**src/jack_detect_pkg.sv**
```systemverilog
// How it works
// - detection-enable bit 1 turns headset detection off at 0, on at 1; resets 0
// - coupling bit 3 selects AC coupling at 0, DC coupling at 1; resets 0
// - current bit 2 doubles headphone-detection current only while 1; resets 0
// - threshold bit 6, AC: 0 gives mic 800/hook 320, 1 gives hook 680/mic 1350
// - under DC coupling hook limit becomes 150 (setting 0), mic minimum 1750 (setting 1)
// - bits 5-4 pick insertion hook minimum 150/100/50, code 3 reserved, needs type bit 0
// - bit 0 of second register is reserved, reads 0; software writes only 0 there
// - third register lives at 0x1B and resets to 0x00
// - second register lives at 0x1A and resets to 0x00
`default_nettype none
package jack_detect_pkg;

    // ----------------------------------------------------------------
    // register map
    // ----------------------------------------------------------------
    localparam logic [7:0] ADDR_CONFIG_SECOND  = 8'h1A;
    localparam logic [7:0] ADDR_CONFIG_THIRD   = 8'h1B;
    localparam logic [7:0] RESET_CONFIG_SECOND = 8'h00;
    localparam logic [7:0] RESET_CONFIG_THIRD  = 8'h00;
    localparam logic [7:0] READ_UNMAPPED       = 8'h00;

    // ----------------------------------------------------------------
    // second register field positions
    // ----------------------------------------------------------------
    localparam int BIT_ENABLE      = 1;
    localparam int BIT_CURRENT     = 2;
    localparam int BIT_COUPLING    = 3;
    localparam int BIT_INSERT_LO   = 4;
    localparam int BIT_INSERT_HI   = 5;
    localparam int BIT_THRESHOLD   = 6;
    // third register keeps bits 6..0 writable, bit 7 reserved
    localparam logic [7:0] MASK_THIRD = 8'h7F;

    // ----------------------------------------------------------------
    // impedance limits in ohms
    // ----------------------------------------------------------------
    localparam int OHM_W = 11;
    localparam logic [OHM_W-1:0] OHM_MIC_AC_LOW   = 11'h320; // 800
    localparam logic [OHM_W-1:0] OHM_HOOK_AC_LOW  = 11'h140; // 320
    localparam logic [OHM_W-1:0] OHM_HOOK_HIGH    = 11'h2A8; // 680
    localparam logic [OHM_W-1:0] OHM_MIC_AC_HIGH  = 11'h546; // 1350
    localparam logic [OHM_W-1:0] OHM_HOOK_DC_LOW  = 11'h096; // 150
    localparam logic [OHM_W-1:0] OHM_MIC_DC_HIGH  = 11'h6D6; // 1750
    localparam logic [OHM_W-1:0] OHM_INSERT_150   = 11'h096; // 150
    localparam logic [OHM_W-1:0] OHM_INSERT_100   = 11'h064; // 100
    localparam logic [OHM_W-1:0] OHM_INSERT_50    = 11'h032; // 50
    localparam logic [OHM_W-1:0] OHM_NONE         = 11'h000;

    typedef enum logic [1:0] {
        INSERT_MIN_150 = 2'b00,
        INSERT_MIN_100 = 2'b01,
        INSERT_MIN_50  = 2'b10,
        INSERT_RSVD    = 2'b11
    } insert_code_t;

endpackage
`default_nettype wire

```
**src/headset_detect_config_regs.sv**
```systemverilog
`timescale 1ns/1ps
`default_nettype none
module headset_detect_config_regs (
    input  wire logic                               i_ref_clk,
    input  wire logic                               i_nrst,
    input  wire logic [7:0]                         i_reg_addr,
    input  wire logic                               i_reg_wr,
    input  wire logic [7:0]                         i_reg_wdata,
    input  wire logic                               i_reg_rd,
    output logic      [7:0]                         o_reg_rdata,
    input  wire logic                               i_external_resistor_type_bit,
    output logic                                    o_headset_detect_enable,
    output logic                                    o_headphone_coupling_select,
    output logic                                    o_detect_current_double,
    output logic                                    o_hook_threshold_select,
    output logic      [1:0]                         o_hook_pressed_insert_min_impedance,
    output logic      [6:0]                         o_config_third,
    output logic      [jack_detect_pkg::OHM_W-1:0]  o_hook_max_ohms,
    output logic      [jack_detect_pkg::OHM_W-1:0]  o_mic_min_ohms,
    output logic      [jack_detect_pkg::OHM_W-1:0]  o_insert_hook_min_ohms,
    output logic                                    o_insert_support_valid
);
    import jack_detect_pkg::*;

    logic [7:0]       config_second;
    logic [7:0]       config_third;
    logic [OHM_W-1:0] next_hook_max;
    logic [OHM_W-1:0] next_mic_min;
    logic [OHM_W-1:0] next_insert_min;
    logic             next_insert_valid;
    logic             wr_second;
    logic             wr_third;

    // ----------------------------------------------------------------
    // register writes
    // ----------------------------------------------------------------
    assign wr_second = i_reg_wr && (i_reg_addr == ADDR_CONFIG_SECOND);
    assign wr_third  = i_reg_wr && (i_reg_addr == ADDR_CONFIG_THIRD);

    // reserved bits 7 and 0 never store, so a stray write cannot leak into readback
    always_ff @(posedge i_ref_clk or negedge i_nrst) begin
        if (!i_nrst) begin
            config_second <= RESET_CONFIG_SECOND;
        end else if (wr_second) begin
            config_second <= {1'b0, i_reg_wdata[6:1], 1'b0};
        end
    end

    // third register only holds its fields for the debounce logic elsewhere
    always_ff @(posedge i_ref_clk or negedge i_nrst) begin
        if (!i_nrst) begin
            config_third <= RESET_CONFIG_THIRD;
        end else if (wr_third) begin
            config_third <= i_reg_wdata & MASK_THIRD;
        end
    end

    // ----------------------------------------------------------------
    // readback
    // ----------------------------------------------------------------
    // data one cycle after the read strobe; reads touch no state
    always_ff @(posedge i_ref_clk or negedge i_nrst) begin
        if (!i_nrst) begin
            o_reg_rdata <= READ_UNMAPPED;
        end else if (i_reg_rd) begin
            case (i_reg_addr)
                ADDR_CONFIG_SECOND: o_reg_rdata <= config_second;
                ADDR_CONFIG_THIRD:  o_reg_rdata <= config_third;
                default:            o_reg_rdata <= READ_UNMAPPED;
            endcase
        end
    end

    // ----------------------------------------------------------------
    // controls to the analog detector
    // ----------------------------------------------------------------
    assign o_headset_detect_enable             = config_second[BIT_ENABLE];
    assign o_headphone_coupling_select         = config_second[BIT_COUPLING];
    assign o_detect_current_double             = config_second[BIT_CURRENT];
    assign o_hook_threshold_select             = config_second[BIT_THRESHOLD];
    assign o_hook_pressed_insert_min_impedance = config_second[BIT_INSERT_HI:BIT_INSERT_LO];
    assign o_config_third                      = config_third[6:0];

    // threshold trade-off depends on coupling: DC lowers the hook limit at setting 0, raises the mic minimum at 1
    always_comb begin
        next_hook_max = OHM_HOOK_AC_LOW;
        next_mic_min  = OHM_MIC_AC_LOW;
        if (config_second[BIT_THRESHOLD]) begin
            next_hook_max = OHM_HOOK_HIGH;
            next_mic_min  = config_second[BIT_COUPLING] ? OHM_MIC_DC_HIGH : OHM_MIC_AC_HIGH;
        end else begin
            next_hook_max = config_second[BIT_COUPLING] ? OHM_HOOK_DC_LOW : OHM_HOOK_AC_LOW;
            next_mic_min  = OHM_MIC_AC_LOW;
        end
    end

    // insertion support is ignored with the other resistor type or the reserved code
    always_comb begin
        next_insert_valid = !i_external_resistor_type_bit;
        case (insert_code_t'(config_second[BIT_INSERT_HI:BIT_INSERT_LO]))
            INSERT_MIN_150: next_insert_min = OHM_INSERT_150;
            INSERT_MIN_100: next_insert_min = OHM_INSERT_100;
            INSERT_MIN_50:  next_insert_min = OHM_INSERT_50;
            default: begin
                next_insert_min   = OHM_NONE;
                next_insert_valid = 1'b0;
            end
        endcase
        if (i_external_resistor_type_bit) begin
            next_insert_min = OHM_NONE;
        end
    end

    // limits registered so the analog side sees glitch-free values, one cycle late
    always_ff @(posedge i_ref_clk or negedge i_nrst) begin
        if (!i_nrst) begin
            o_hook_max_ohms        <= OHM_HOOK_AC_LOW;
            o_mic_min_ohms         <= OHM_MIC_AC_LOW;
            o_insert_hook_min_ohms <= OHM_NONE;
            o_insert_support_valid <= 1'b0;
        end else begin
            o_hook_max_ohms        <= next_hook_max;
            o_mic_min_ohms         <= next_mic_min;
            o_insert_hook_min_ohms <= next_insert_min;
            o_insert_support_valid <= next_insert_valid;
        end
    end

    // ----------------------------------------------------------------
    // assertions
    // ----------------------------------------------------------------
    // write path: each field follows the written byte one edge later
    AST_ENABLE_WRITE: assert property (@(posedge i_ref_clk) disable iff (!i_nrst)
        wr_second |=> o_headset_detect_enable == $past(i_reg_wdata[1]))
        else $error("enable bit did not follow write");
    AST_COUPLING_WRITE: assert property (@(posedge i_ref_clk) disable iff (!i_nrst)
        wr_second |=> o_headphone_coupling_select == $past(i_reg_wdata[3]))
        else $error("coupling bit did not follow write");
    AST_CURRENT_WRITE: assert property (@(posedge i_ref_clk) disable iff (!i_nrst)
        wr_second |=> o_detect_current_double == $past(i_reg_wdata[2]))
        else $error("current bit did not follow write");

    // limits trail the fields by one more edge, hence the $past of the threshold
    AST_AC_LIMITS: assert property (@(posedge i_ref_clk) disable iff (!i_nrst)
        !o_headphone_coupling_select |=>
            (o_mic_min_ohms == ($past(o_hook_threshold_select)
                ? OHM_MIC_AC_HIGH : OHM_MIC_AC_LOW))
            && (o_hook_max_ohms == ($past(o_hook_threshold_select)
                ? OHM_HOOK_HIGH : OHM_HOOK_AC_LOW)))
        else $error("AC coupled limits wrong");
    AST_DC_LIMITS: assert property (@(posedge i_ref_clk) disable iff (!i_nrst)
        o_headphone_coupling_select |=>
            (o_mic_min_ohms == ($past(o_hook_threshold_select)
                ? OHM_MIC_DC_HIGH : OHM_MIC_AC_LOW))
            && (o_hook_max_ohms == ($past(o_hook_threshold_select)
                ? OHM_HOOK_HIGH : OHM_HOOK_DC_LOW)))
        else $error("DC coupled limits wrong");

    // insertion support decode, gated by the resistor type bit
    AST_INSERT_MIN: assert property (@(posedge i_ref_clk) disable iff (!i_nrst)
        (!i_external_resistor_type_bit && o_hook_pressed_insert_min_impedance == 2'h1)
        |=> o_insert_support_valid && o_insert_hook_min_ohms == OHM_INSERT_100)
        else $error("insertion minimum wrong for code 1");
    AST_INSERT_IGNORED: assert property (@(posedge i_ref_clk) disable iff (!i_nrst)
        (i_external_resistor_type_bit || o_hook_pressed_insert_min_impedance == 2'b11)
        |=> !o_insert_support_valid)
        else $error("insertion support not ignored");

    // readback: a read without a write in the same cycle shows the stored bits
    AST_RESERVED_READ: assert property (@(posedge i_ref_clk) disable iff (!i_nrst)
        (i_reg_rd && i_reg_addr == ADDR_CONFIG_SECOND)
        |=> o_reg_rdata[0] == 1'b0 && o_reg_rdata[7] == 1'b0)
        else $error("reserved bits of second register read nonzero");
    AST_THIRD_READ: assert property (@(posedge i_ref_clk) disable iff (!i_nrst)
        (i_reg_rd && !i_reg_wr && i_reg_addr == ADDR_CONFIG_THIRD)
        |=> o_reg_rdata == {1'b0, o_config_third})
        else $error("third register readback wrong");
    AST_SECOND_READ: assert property (@(posedge i_ref_clk) disable iff (!i_nrst)
        (i_reg_rd && !i_reg_wr && i_reg_addr == ADDR_CONFIG_SECOND) |=> o_reg_rdata == {1'b0,
            o_hook_threshold_select, o_hook_pressed_insert_min_impedance,
            o_headphone_coupling_select, o_detect_current_double,
            o_headset_detect_enable, 1'b0})
        else $error("second register readback wrong");
    AST_READ_NO_EFFECT: assert property (@(posedge i_ref_clk) disable iff (!i_nrst)
        (i_reg_rd && !i_reg_wr) |=> $stable(config_second) && $stable(config_third))
        else $error("read disturbed configuration");
    AST_UNMAPPED_READ: assert property (@(posedge i_ref_clk) disable iff (!i_nrst)
        (i_reg_rd && i_reg_addr != ADDR_CONFIG_SECOND && i_reg_addr != ADDR_CONFIG_THIRD)
        |=> o_reg_rdata == READ_UNMAPPED)
        else $error("unmapped read returned data");

    // remaining fields, and the hold between writes
    AST_THRESHOLD_WRITE: assert property (@(posedge i_ref_clk) disable iff (!i_nrst)
        wr_second |=> o_hook_threshold_select == $past(i_reg_wdata[BIT_THRESHOLD]))
        else $error("threshold bit did not follow write");
    AST_INSERT_FIELD_WRITE: assert property (@(posedge i_ref_clk) disable iff (!i_nrst)
        wr_second |=> o_hook_pressed_insert_min_impedance
            == $past(i_reg_wdata[BIT_INSERT_HI:BIT_INSERT_LO]))
        else $error("insertion field did not follow write");
    AST_THIRD_WRITE: assert property (@(posedge i_ref_clk) disable iff (!i_nrst)
        wr_third |=> o_config_third == $past(i_reg_wdata[6:0]))
        else $error("third register did not follow write");
    // writes to any other address must leave the second register's controls alone
    AST_FIELDS_HOLD: assert property (@(posedge i_ref_clk) disable iff (!i_nrst)
        !wr_second |=> $stable(config_second))
        else $error("second register changed without a write");
    AST_INSERT_EDGE_CODES: assert property (@(posedge i_ref_clk) disable iff (!i_nrst)
        (!i_external_resistor_type_bit && o_hook_pressed_insert_min_impedance != 2'h1
            && o_hook_pressed_insert_min_impedance != 2'h3)
        |=> o_insert_support_valid && o_insert_hook_min_ohms ==
            ($past(o_hook_pressed_insert_min_impedance[1]) ? OHM_INSERT_50 : OHM_INSERT_150))
        else $error("insertion minimum wrong for code 0 or 2");

    // ----------------------------------------------------------------
    // coverage
    // ----------------------------------------------------------------
    // main scenarios: enable, both DC threshold corners, insertion, third register
    COV_ENABLE_ON: cover property (@(posedge i_ref_clk) disable iff (!i_nrst)
        wr_second && i_reg_wdata[1] ##1 o_headset_detect_enable);
    COV_DC_HIGH: cover property (@(posedge i_ref_clk) disable iff (!i_nrst)
        o_mic_min_ohms == OHM_MIC_DC_HIGH);
    COV_DC_LOW: cover property (@(posedge i_ref_clk) disable iff (!i_nrst)
        o_hook_max_ohms == OHM_HOOK_DC_LOW);
    COV_INSERT_50: cover property (@(posedge i_ref_clk) disable iff (!i_nrst)
        o_insert_support_valid && o_insert_hook_min_ohms == OHM_INSERT_50);
    COV_THIRD_RW: cover property (@(posedge i_ref_clk) disable iff (!i_nrst)
        wr_third ##1 (i_reg_rd && i_reg_addr == ADDR_CONFIG_THIRD));

endmodule
`default_nettype wire

```
**config.mk**
```make
export PLATFORM = sky130hd
export DESIGN_NAME = headset_detect_config_regs
export DESIGN_NICKNAME = d
export VERILOG_FILES = /design/src/jack_detect_pkg.sv /design/src/headset_detect_config_regs.sv
export SDC_FILE = /design/constraint.sdc
export NUM_CORES = 1
export LEC_CHECK = 0
export BUFFER_PORTS_ARGS = -buffer_cell sky130_fd_sc_hd__buf_4
export CAP_MARGIN = 25
export CORE_MARGIN = 2
export CORE_UTILIZATION = 45
export CTS_CLUSTER_SIZE = 12
export DETAILED_ROUTE_END_ITERATION = 7
export PLACE_DENSITY_LB_ADDON = 0.08
export SLEW_MARGIN = 30
export SYNTH_ARGS = -nofsm -noshare
export SYNTH_HDL_FRONTEND = slang
export SYNTH_SLANG_ARGS = --single-unit
export TNS_END_PERCENT = 10
```
**constraint.sdc**
```tcl
create_clock -name i_ref_clk -period 1.4 [get_ports i_ref_clk]
set_clock_uncertainty 0.05 [all_clocks]
set_input_delay 0.14 -clock i_ref_clk [delete_from_list [all_inputs] [get_ports i_ref_clk]]
set_output_delay 0.14 -clock i_ref_clk [all_outputs]
set_load 0.05 [all_outputs]
```
======== Word-level counts from Yosys, hierarchy flattened ========
Index checks and enable logic that the tools add are counted.
storage, ports and cells
  register bits after elaboration ......... 55
  latch bits .............................. 0
  input bits .............................. 21
  memories kept ........................... 0
  RAM bits ................................ 0
  memory bits (read-only) ................. 0
operators by class
  div/mod/pow operators ................... 0
  bitwise gates (word level) .............. 0
  eq/ne operators ......................... 4
  order comparisons ....................... 0
  multiplexer cells ....................... 8
  shift-type cells ........................ 0
  $mul .................................... 0
  add/subtract/negate cells ............... 0
  reduce and logical (&&, ||, !) cells .... 5
operators by type and width
  operator              count
  $pmux W8 S3           1
  $mux W11              2
  $mux W10              2
  $eq A8 B5 Y1 const B  2
  $pmux W7 S2           1
  $mux W9               1
  $reduce_or A3 Y1      1
  $eq A2 B1 Y1 const B  1
  $eq A2 B2 Y1 const B  1
  $logic_and A1 B1 Y1   2
  $logic_not A2 Y1      1
  $logic_not A1 Y1      1
  $mux W1               1

======== Depth between registers and ports, before layout ========
Gate-level depths: netlist of the first run.
  depth after elaboration ................. 3
  gate-level depth with buffers ........... 4
  depth with buffers taken out ............ 3

======== Least setup slack after synthesis of the first run ========
Ideal clock, no wire load.
  path type ............................... input -> register
  start point ............................. input port i_reg_addr[7]
  end point ............................... register config_second[1]
  buffers on the path ..................... 0
  data arrival time ....................... 1439 ps
  setup time .............................. 125 ps
  setup slack ............................. -214 ps
  cell stages on the path ................. 3
  cell sequence ........................... or4b_4 nor4_4 mux2_2
between the ends
  longest elaborated chain between the ends .. 2
RTL lines
  element                 line                              RTL
  start: declaration      headset_detect_config_regs.sv:6   input wire logic [7:0] i_reg_addr,
  $eq A8 B5 Y1            headset_detect_config_regs.sv:37  assign wr_second = i_reg_wr && (i_reg_addr == ADDR_CONFIG_SECOND);
  $logic_and A1 B1 Y1     headset_detect_config_regs.sv:37
  end signal: assignment  headset_detect_config_regs.sv:45  config_second <= {1'b0, i_reg_wdata[6:1], 1'b0};
  end: declaration        headset_detect_config_regs.sv:25  logic [7:0] config_second;
Every way passes these cells.
A chain may end at the register's enable or synchronous reset.

======== Worst setup path after layout of the first run ========
Same ends and word-level chain as after synthesis.

==> results.md, run 1 <==
- Max-Cap Viols: 0
- TritonCTS clock tree: done
- Library cell occupying the most area in the post-synthesis netlist: sky130_fd_sc_hd__dfrtp_1
- Worst-path fanout max: 6
- Violation count after the first detailed-routing iteration: 21
- Post-route cell area: 0.00212 mm2
- Drc violations: 0
- Required time of the critical path: 1.58 ns
- Chip height: 62.6 um
- Inserted Diodes: 0
- Residual overflow from global routing: 0
- Maximum number of pins on one net before global-route repair: 35
- Startpoint-to-endpoint class of the critical path: primary input to register
- Final critical path time including I/O delays and setup: 1.36 ns
- Relative area change from synthesis to final layout: 37.3%
- Final total power: 2100 uW
- Global-route wire length before repair: 4.87 mm
- Most frequent standard cell in the layout excluding fill and tap cells: sky130_fd_sc_hd__buf_4
- Hold Path Depth: 2
- I/O Buffers: 64
- Residual antenna-violating net count after detailed routing: 0
- Sinks on Clock Net: 34
- Level count of the clock H-tree: 2
- CTS Buf Count: 5
- Aggregate global-route resource usage: 0.163
- Via total after detailed routing: 1060
- CTS clock-pin slew for the worst setup and hold paths: 0.10 ns
- Worst flop-to-flop path endpoint: o_insert_hook_min_ohms[5]$_DFF_PN0_
- Part of the cycle the worst path needs: 0.974
- Endpoints failing setup: 0
- Placed Area: 0.00197 mm2
- Peak ir drop on the vdd network: 0.000459 V
- #FFs+latches synth: 34
- Kind of path behind the tightest hold check: primary input to register
- Count of cells along the worst register-to-register path: 3
- Worst min-delay path startpoint: i_reg_rd
- Total Wirelength: 2.82 mm
- Unrepaired setup endpoints after global routing: false
- Commonest non-fill, non-tap cells in the layout: sky130_fd_sc_hd__buf_4, sky130_fd_sc_hd__dfrtp_1, sky130_fd_sc_hd__mux2_2, sky130_fd_sc_hd__inv_1, sky130_fd_sc_hd__conb_1
- Outcome: completed
- Tightest hold margin: 0.0527 ns
- Startpoint of the worst register-to-register path: config_second[4]$_DFFE_PN0P_
- Max Fclk: 0.733 GHz
- Post-CTS Repair Setup Buffers: 0
- Slack of the worst reg-to-reg path: 0.27 ns
- Setup Total Neg Slack: 0 ns
- Core area: 0.00331 mm2
- Hold Vio Cnt, Final: 0
- Die boundary width: 62.6 um
- Library cells used by synthesis: 21
- Clock latency at the later pin of the worst-skew pair: 0.33 ns
- Synth Warn #: 0
- Number of nets in the layout: 218
- WL per Instance: 11.8 um
- Pwr/cell area: 992 mW/mm2
- Fraction of layout cells with a size suffix above 1: 0.526
- Crit path capture type: register
- Count of pins on the block boundary: 76
- Via count of the first global-routing pass: 1028
- Share of the synthesized area in the top cell type: 0.486
- Synth Instances: 125
- Setup crit start kind: primary input
- Arrival @ worst endpoint: 1.54 ns
- Post-Synthesis Mean Instance Area: 12.4 um2
- Clk Tree Root Cell: sky130_fd_sc_hd__clkbuf_4
- Total die area: 0.00392 mm2
- End point of the most critical hold path: o_reg_rdata[5]$_DFFE_PN0P_
- Last weighted congestion value of the routability-driven placer: 0.657
- Initial antenna violation count: 0
- Final-report max-slew violation count: 0
- Detail-routed via count per cell: 4.42
- Placement Rows: 21
- Initial core utilization: 0.466
- Maximum count of clock buffers along a single path: 2
- Post-Synthesis Cell Area: 0.00154 mm2
- Synth top area cells: sky130_fd_sc_hd__dfrtp_1, sky130_fd_sc_hd__mux2_2, sky130_fd_sc_hd__buf_4, sky130_fd_sc_hd__dfstp_2, sky130_fd_sc_hd__ha_1
- Filler cells: 290
- DP Wirelength: 2.08 mm
- Final cell count without fillers: 240
- Router iterations before antenna repair: 4
- Register area share after synthesis: 0.554
- Placed cells: 223
- P_leak: 0.00110 uW
-- repair_timing --
item / in CTS / in global routing
endpoints found under the hold margin: 50 / 0
resized for setup: 0 / 1
setup endpoints to repair: 0 / 2
hold buffers: 9 / 0
-- kinds of logic (layout without fill, tap and decap cells) --
kind of cell,after synthesis,in the layout,share of synthesized area
AOI/OAI and AO/OA,8,8,0.0332
adders and majority gates,4,4,0.0324
buffers and inverters,37,97,0.143
DFF,34,34,0.554
muxes,19,19,0.139
other,1,10,0.00243
and+or+nand+nor,22,22,0.0956
-- layer usage --
| metal | vias to the layer above | global-route usage | wire length [um] |
|---|---|---|---|
| li1 | 514 | - | - |
| met1 | 491 | 0.188 | 1120 |
| met2 | 50 | 0.266 | 1430 |
| met3 | 5 | 0.0541 | 229 |
| met4 | 0 | 0.0917 | 46 |
| met5 | - | 0 | 0 |
-- cell type report --
type	instances	area, um2	share of cell area
tap	46	57.6	0.0272
timing repair buffer	76	597	0.282
clock inverter	1	5.00	0.00236
sequential	34	856	0.404
inverter	13	48.8	0.0230
multi-input combinational	63	500	0.236
clock buffer	7	55.1	0.0260
-- Yosys cell counts --
master                     count
sky130_fd_sc_hd__or4b_4        1
sky130_fd_sc_hd__ha_1          4
sky130_fd_sc_hd__nor4_4        1
sky130_fd_sc_hd__or2_2         2
sky130_fd_sc_hd__nand2b_1      1
sky130_fd_sc_hd__nand2_1       7
sky130_fd_sc_hd__o22ai_1       7
sky130_fd_sc_hd__nor2_1        2
sky130_fd_sc_hd__nor3_4        1
sky130_fd_sc_hd__clkbuf_1      2
sky130_fd_sc_hd__o21a_1        1
sky130_fd_sc_hd__inv_1        13
sky130_fd_sc_hd__conb_1        1
sky130_fd_sc_hd__nor2b_1       4
sky130_fd_sc_hd__mux2_2       19
sky130_fd_sc_hd__dfstp_2       4
sky130_fd_sc_hd__and2_1        1
sky130_fd_sc_hd__nand3b_1      1
sky130_fd_sc_hd__buf_4        22
sky130_fd_sc_hd__dfrtp_1      30
sky130_fd_sc_hd__nand3_1       1
-- stage by stage --
stage | setup slack [ns] | utilization
3_3_place_gp | -0.314 | 0.594
2_1_floorplan | -0.214 | -
5_1_grt | 0.00130 | 0.640
6_report | 0.0361 | 0.640
3_5_place_dp | -0.344 | 0.594
4_1_cts | 0.0268 | 0.639
-- power by group --
part / total, uW / switching, uW / internal [uW]
clock: 554 / 310 / 243
sequential: 1050 / 28.5 / 1020
combinational: 497 / 340 / 157
total: 2100 / 679 / 1420
-- critical path: stages --
cell	delay, ns
sky130_fd_sc_hd__buf_4	0.11
sky130_fd_sc_hd__or4b_4	0.57
sky130_fd_sc_hd__nor4_4	0.23
sky130_fd_sc_hd__buf_6	0.16
sky130_fd_sc_hd__mux2_2	0.33
-- worst max path at each step --
stage	start	endpoint
floorplan	i_reg_addr[7]	config_second[1]$_DFFE_PN0P_
CTS	i_reg_addr[7]	config_second[1]$_DFFE_PN0P_
global route	i_reg_addr[7]	config_third[2]$_DFFE_PN0P_
finish	i_reg_addr[7]	config_second[1]$_DFFE_PN0P_
detailed placement	i_reg_addr[7]	config_second[1]$_DFFE_PN0P_
global placement	i_reg_addr[7]	config_second[3]$_DFFE_PN0P_
-- flip-flops by register name, indices dropped and copies added (netlist names) --
name / flops
o_insert_hook_min_ohms: 5
o_reg_rdata: 7
config_second: 6
o_hook_max_ohms: 4
o_mic_min_ohms: 4
config_third: 7
o_insert_support_valid: 1
(Power assumes the default switching activity.)
==> run 2, diff against run 1 <==
--- a/config.mk
+++ b/config.mk
@@ -13,3 +13,3 @@
 export DETAILED_ROUTE_END_ITERATION = 7
-export PLACE_DENSITY_LB_ADDON = 0.08
+export PLACE_DENSITY = 0.76
 export SLEW_MARGIN = 30
==> constraint.sdc (replaced) <==
create_clock -name i_ref_clk -period 1.5 [get_ports i_ref_clk]
set_clock_uncertainty 0.05 [all_clocks]
set_input_delay 0.15 -clock i_ref_clk [delete_from_list [all_inputs] [get_ports i_ref_clk]]
set_output_delay 0.15 -clock i_ref_clk [all_outputs]
set_load 0.01 [all_outputs]
==> run 2 against run 1 <==
- highest routed layer unchanged
- die area stayed put
- critical path type unchanged
- critical path depth unchanged
- final cell count decreased by 0.83%
- register-to-register slack improved by 0.08 ns
- non-clock buffer count down 2
==> results.md, run 2 (synthesis results as in run 1) <==
- Clock latency at the later pin of the worst-skew pair: 0.33 ns (about the same)
- Post-CTS Repair Setup Buffers: 0 (unchanged)
- Setup crit start kind: primary input
- Fraction of layout cells with a size suffix above 1: 0.531 (+0.00548)
- Startpoint-to-endpoint class of the critical path: primary input to register
- Drc violations: 0 (unchanged)
- Hold-fix buffers at CTS: 6 (-3)
- Global-route wire length before repair: 4.86 mm (-0.29%)
- # resized after CTS: 0 (unchanged)
- Count of cells along the worst register-to-register path: 3 (unchanged)
- Setup slack after placement: -0.291 ns (+0.0535 ns)
- Worst path buffer plus inverter count: 2 (unchanged)
- Unrepaired setup endpoints after global routing: false
- Final-report max-slew violation count: 0 (unchanged)
- Setup Total Neg Slack: 0 ns (unchanged)
- Chip height: 62.6 um (unchanged)
- Last weighted congestion value of the routability-driven placer: 0.651 (-0.90%)
- Die boundary width: 62.6 um (unchanged)
- Router iterations before antenna repair: 4 (unchanged)
- Largest stage delay on the critical path: 0.57 ns (about the same)
- Detail-routed via count per cell: 4.44 (+0.46%)
- DP Wirelength: 2.23 mm (+7.0%)
- Post-Route Utilization: 0.633 (-0.00718)
- TritonCTS clock tree: done
- CTS Buf Count: 5 (unchanged)
- Relative area change from synthesis to final layout: 35.7%
- Sinks on Clock Net: 34 (unchanged)
- Final critical path time including I/O delays and setup: 1.43 ns
- Worst-path fanout max: 6 (unchanged)
- Maximum number of pins on one net before global-route repair: 35 (unchanged)
- Count of pins on the block boundary: 76 (unchanged)
- Critical Path, Cell by Cell: buf_4 > or4b_4 > nor4_4 > buf_4 > mux2_2
- CTS clock-pin slew for the worst setup and hold paths: 0.10 ns (about the same)
- Number of nets in the layout: 216 (-0.92%)
- Smallest setup slack after layout: 0.0705 ns (+0.0344 ns)
- Slowest-stage cell, CP: sky130_fd_sc_hd__or4b_4
- Max-Cap Viols: 0 (unchanged)
- Pwr/cell area: 836 mW/mm2 (-16%)
- Max Fclk: 0.700 GHz
- I/O Buffers: 64 (unchanged)
- Hold Path Depth: 2 (unchanged)
- Cell with the most instances on the worst path: sky130_fd_sc_hd__buf_4
- Residual overflow from global routing: 0 (unchanged)
- P_leak: 0.00109 uW (-0.83%)
- Kind of path behind the tightest hold check: primary input to register
- Top Family by Delay on Critical Path: simple AND/OR/NAND/NOR gates
- Residual antenna-violating net count after detailed routing: 0 (unchanged)
- Placed Area: 0.00197 mm2 (unchanged)
- Peak ir drop on the vdd network: 0.000517 V (+13%)
- Initial core utilization: 0.466 (unchanged)
- Placement Rows: 21 (unchanged)
- Inserted Diodes: 0 (unchanged)
- Total number of cells along the worst setup path: 5 (unchanged)
- WL per Instance: 12.5 um (+6.4%)
- Initial antenna violation count: 0 (unchanged)
- Total Wirelength: 2.98 mm (+5.5%)
- Clk Tree Root Cell: sky130_fd_sc_hd__clkbuf_4
- Required time of the critical path: 1.67 ns (+0.09 ns)
- Commonest non-fill, non-tap cells in the layout: sky130_fd_sc_hd__buf_4, sky130_fd_sc_hd__dfrtp_1, sky130_fd_sc_hd__mux2_2, sky130_fd_sc_hd__inv_1, sky130_fd_sc_hd__conb_1
- Most frequent standard cell in the layout excluding fill and tap cells: sky130_fd_sc_hd__buf_4
- Level count of the clock H-tree: 2 (unchanged)
- Via total after detailed routing: 1056 (-0.38%)
- Via count of the first global-routing pass: 1079 (+5.0%)
- Part of the cycle the worst path needs: 0.953
- Post-route cell area: 0.00210 mm2 (-1.1%)
- Regs by FF count: config_third x7, o_reg_rdata x7, config_second x6
- Maximum count of clock buffers along a single path: 2 (unchanged)
- Aggregate global-route resource usage: 0.161 (-0.00156)
- Outcome: completed
- Arrival @ worst endpoint: 1.60 ns (+0.06 ns)
- Crit path capture type: register
- Core area: 0.00331 mm2 (unchanged)
- Violation count after the first detailed-routing iteration: 9 (-57%)
- Hold Vio Cnt, Final: 0 (unchanged)
- Total die area: 0.00392 mm2 (unchanged)
- Endpoints failing setup: 0 (unchanged)
-- run 2: cell count changes in the layout (fill, tap and decap cells not counted), sizes merged --
cell         before  now
dlygate4sd3       9    7
-- run 2: final timing paths --
| kind | start | to | slack [ns] |
|---|---|---|---|
| max in group asynchronous | i_nrst | o_mic_min_ohms[9]$_DFF_PN1_ | 0.82 |
| hold / removal | i_reg_wdata[1] | config_third[1]$_DFFE_PN0P_ | 0.01 |
| min in group asynchronous | i_nrst | o_reg_rdata[6]$_DFFE_PN0P_ | 0.26 |
| hold reg to reg | o_reg_rdata[6]$_DFFE_PN0P_ | o_reg_rdata[6]$_DFFE_PN0P_ | 0.49 |
| setup / recovery | i_reg_addr[7] | config_second[1]$_DFFE_PN0P_ | 0.07 |
| setup reg to reg | config_second[4]$_DFFE_PN0P_ | o_insert_hook_min_ohms[5]$_DFF_PN0_ | 0.35 |
-- run 2: area by class of cell --
cell class,instances,area (um2)
multi-input cells,63,500
well taps,46,57.6
repair buffers,74,573
clock buffers,7,55.1
inverters,13,48.8
flip-flops and latches,34,856
clock inverters,1,5.00
fillers,303,1210
-- run 2: stage by stage --
stage,hold WS (ns),total power (uW),cells
floorplan,-0.196,1130,134
global placement,0.0572,1240,223
detailed placement,0.0646,1240,223
CTS,0.00178,1770,237
global route,-0.00545,1840,238
finish,0.0106,1750,238
-- run 2: layer usage --
metal | track usage | wire, um | up-vias
li1 | - | - | 504
met1 | 0.170 | 1150 | 486
met2 | 0.277 | 1450 | 61
met3 | 0.0919 | 341 | 5
met4 | 0.0417 | 34 | 0
met5 | 0 | 0 | -
-- run 2: where the power goes --
part           switching, uW  total [uW]  internal, uW
registers               26.6         982           956
logic                    118         256           139
clock network            286         513           227
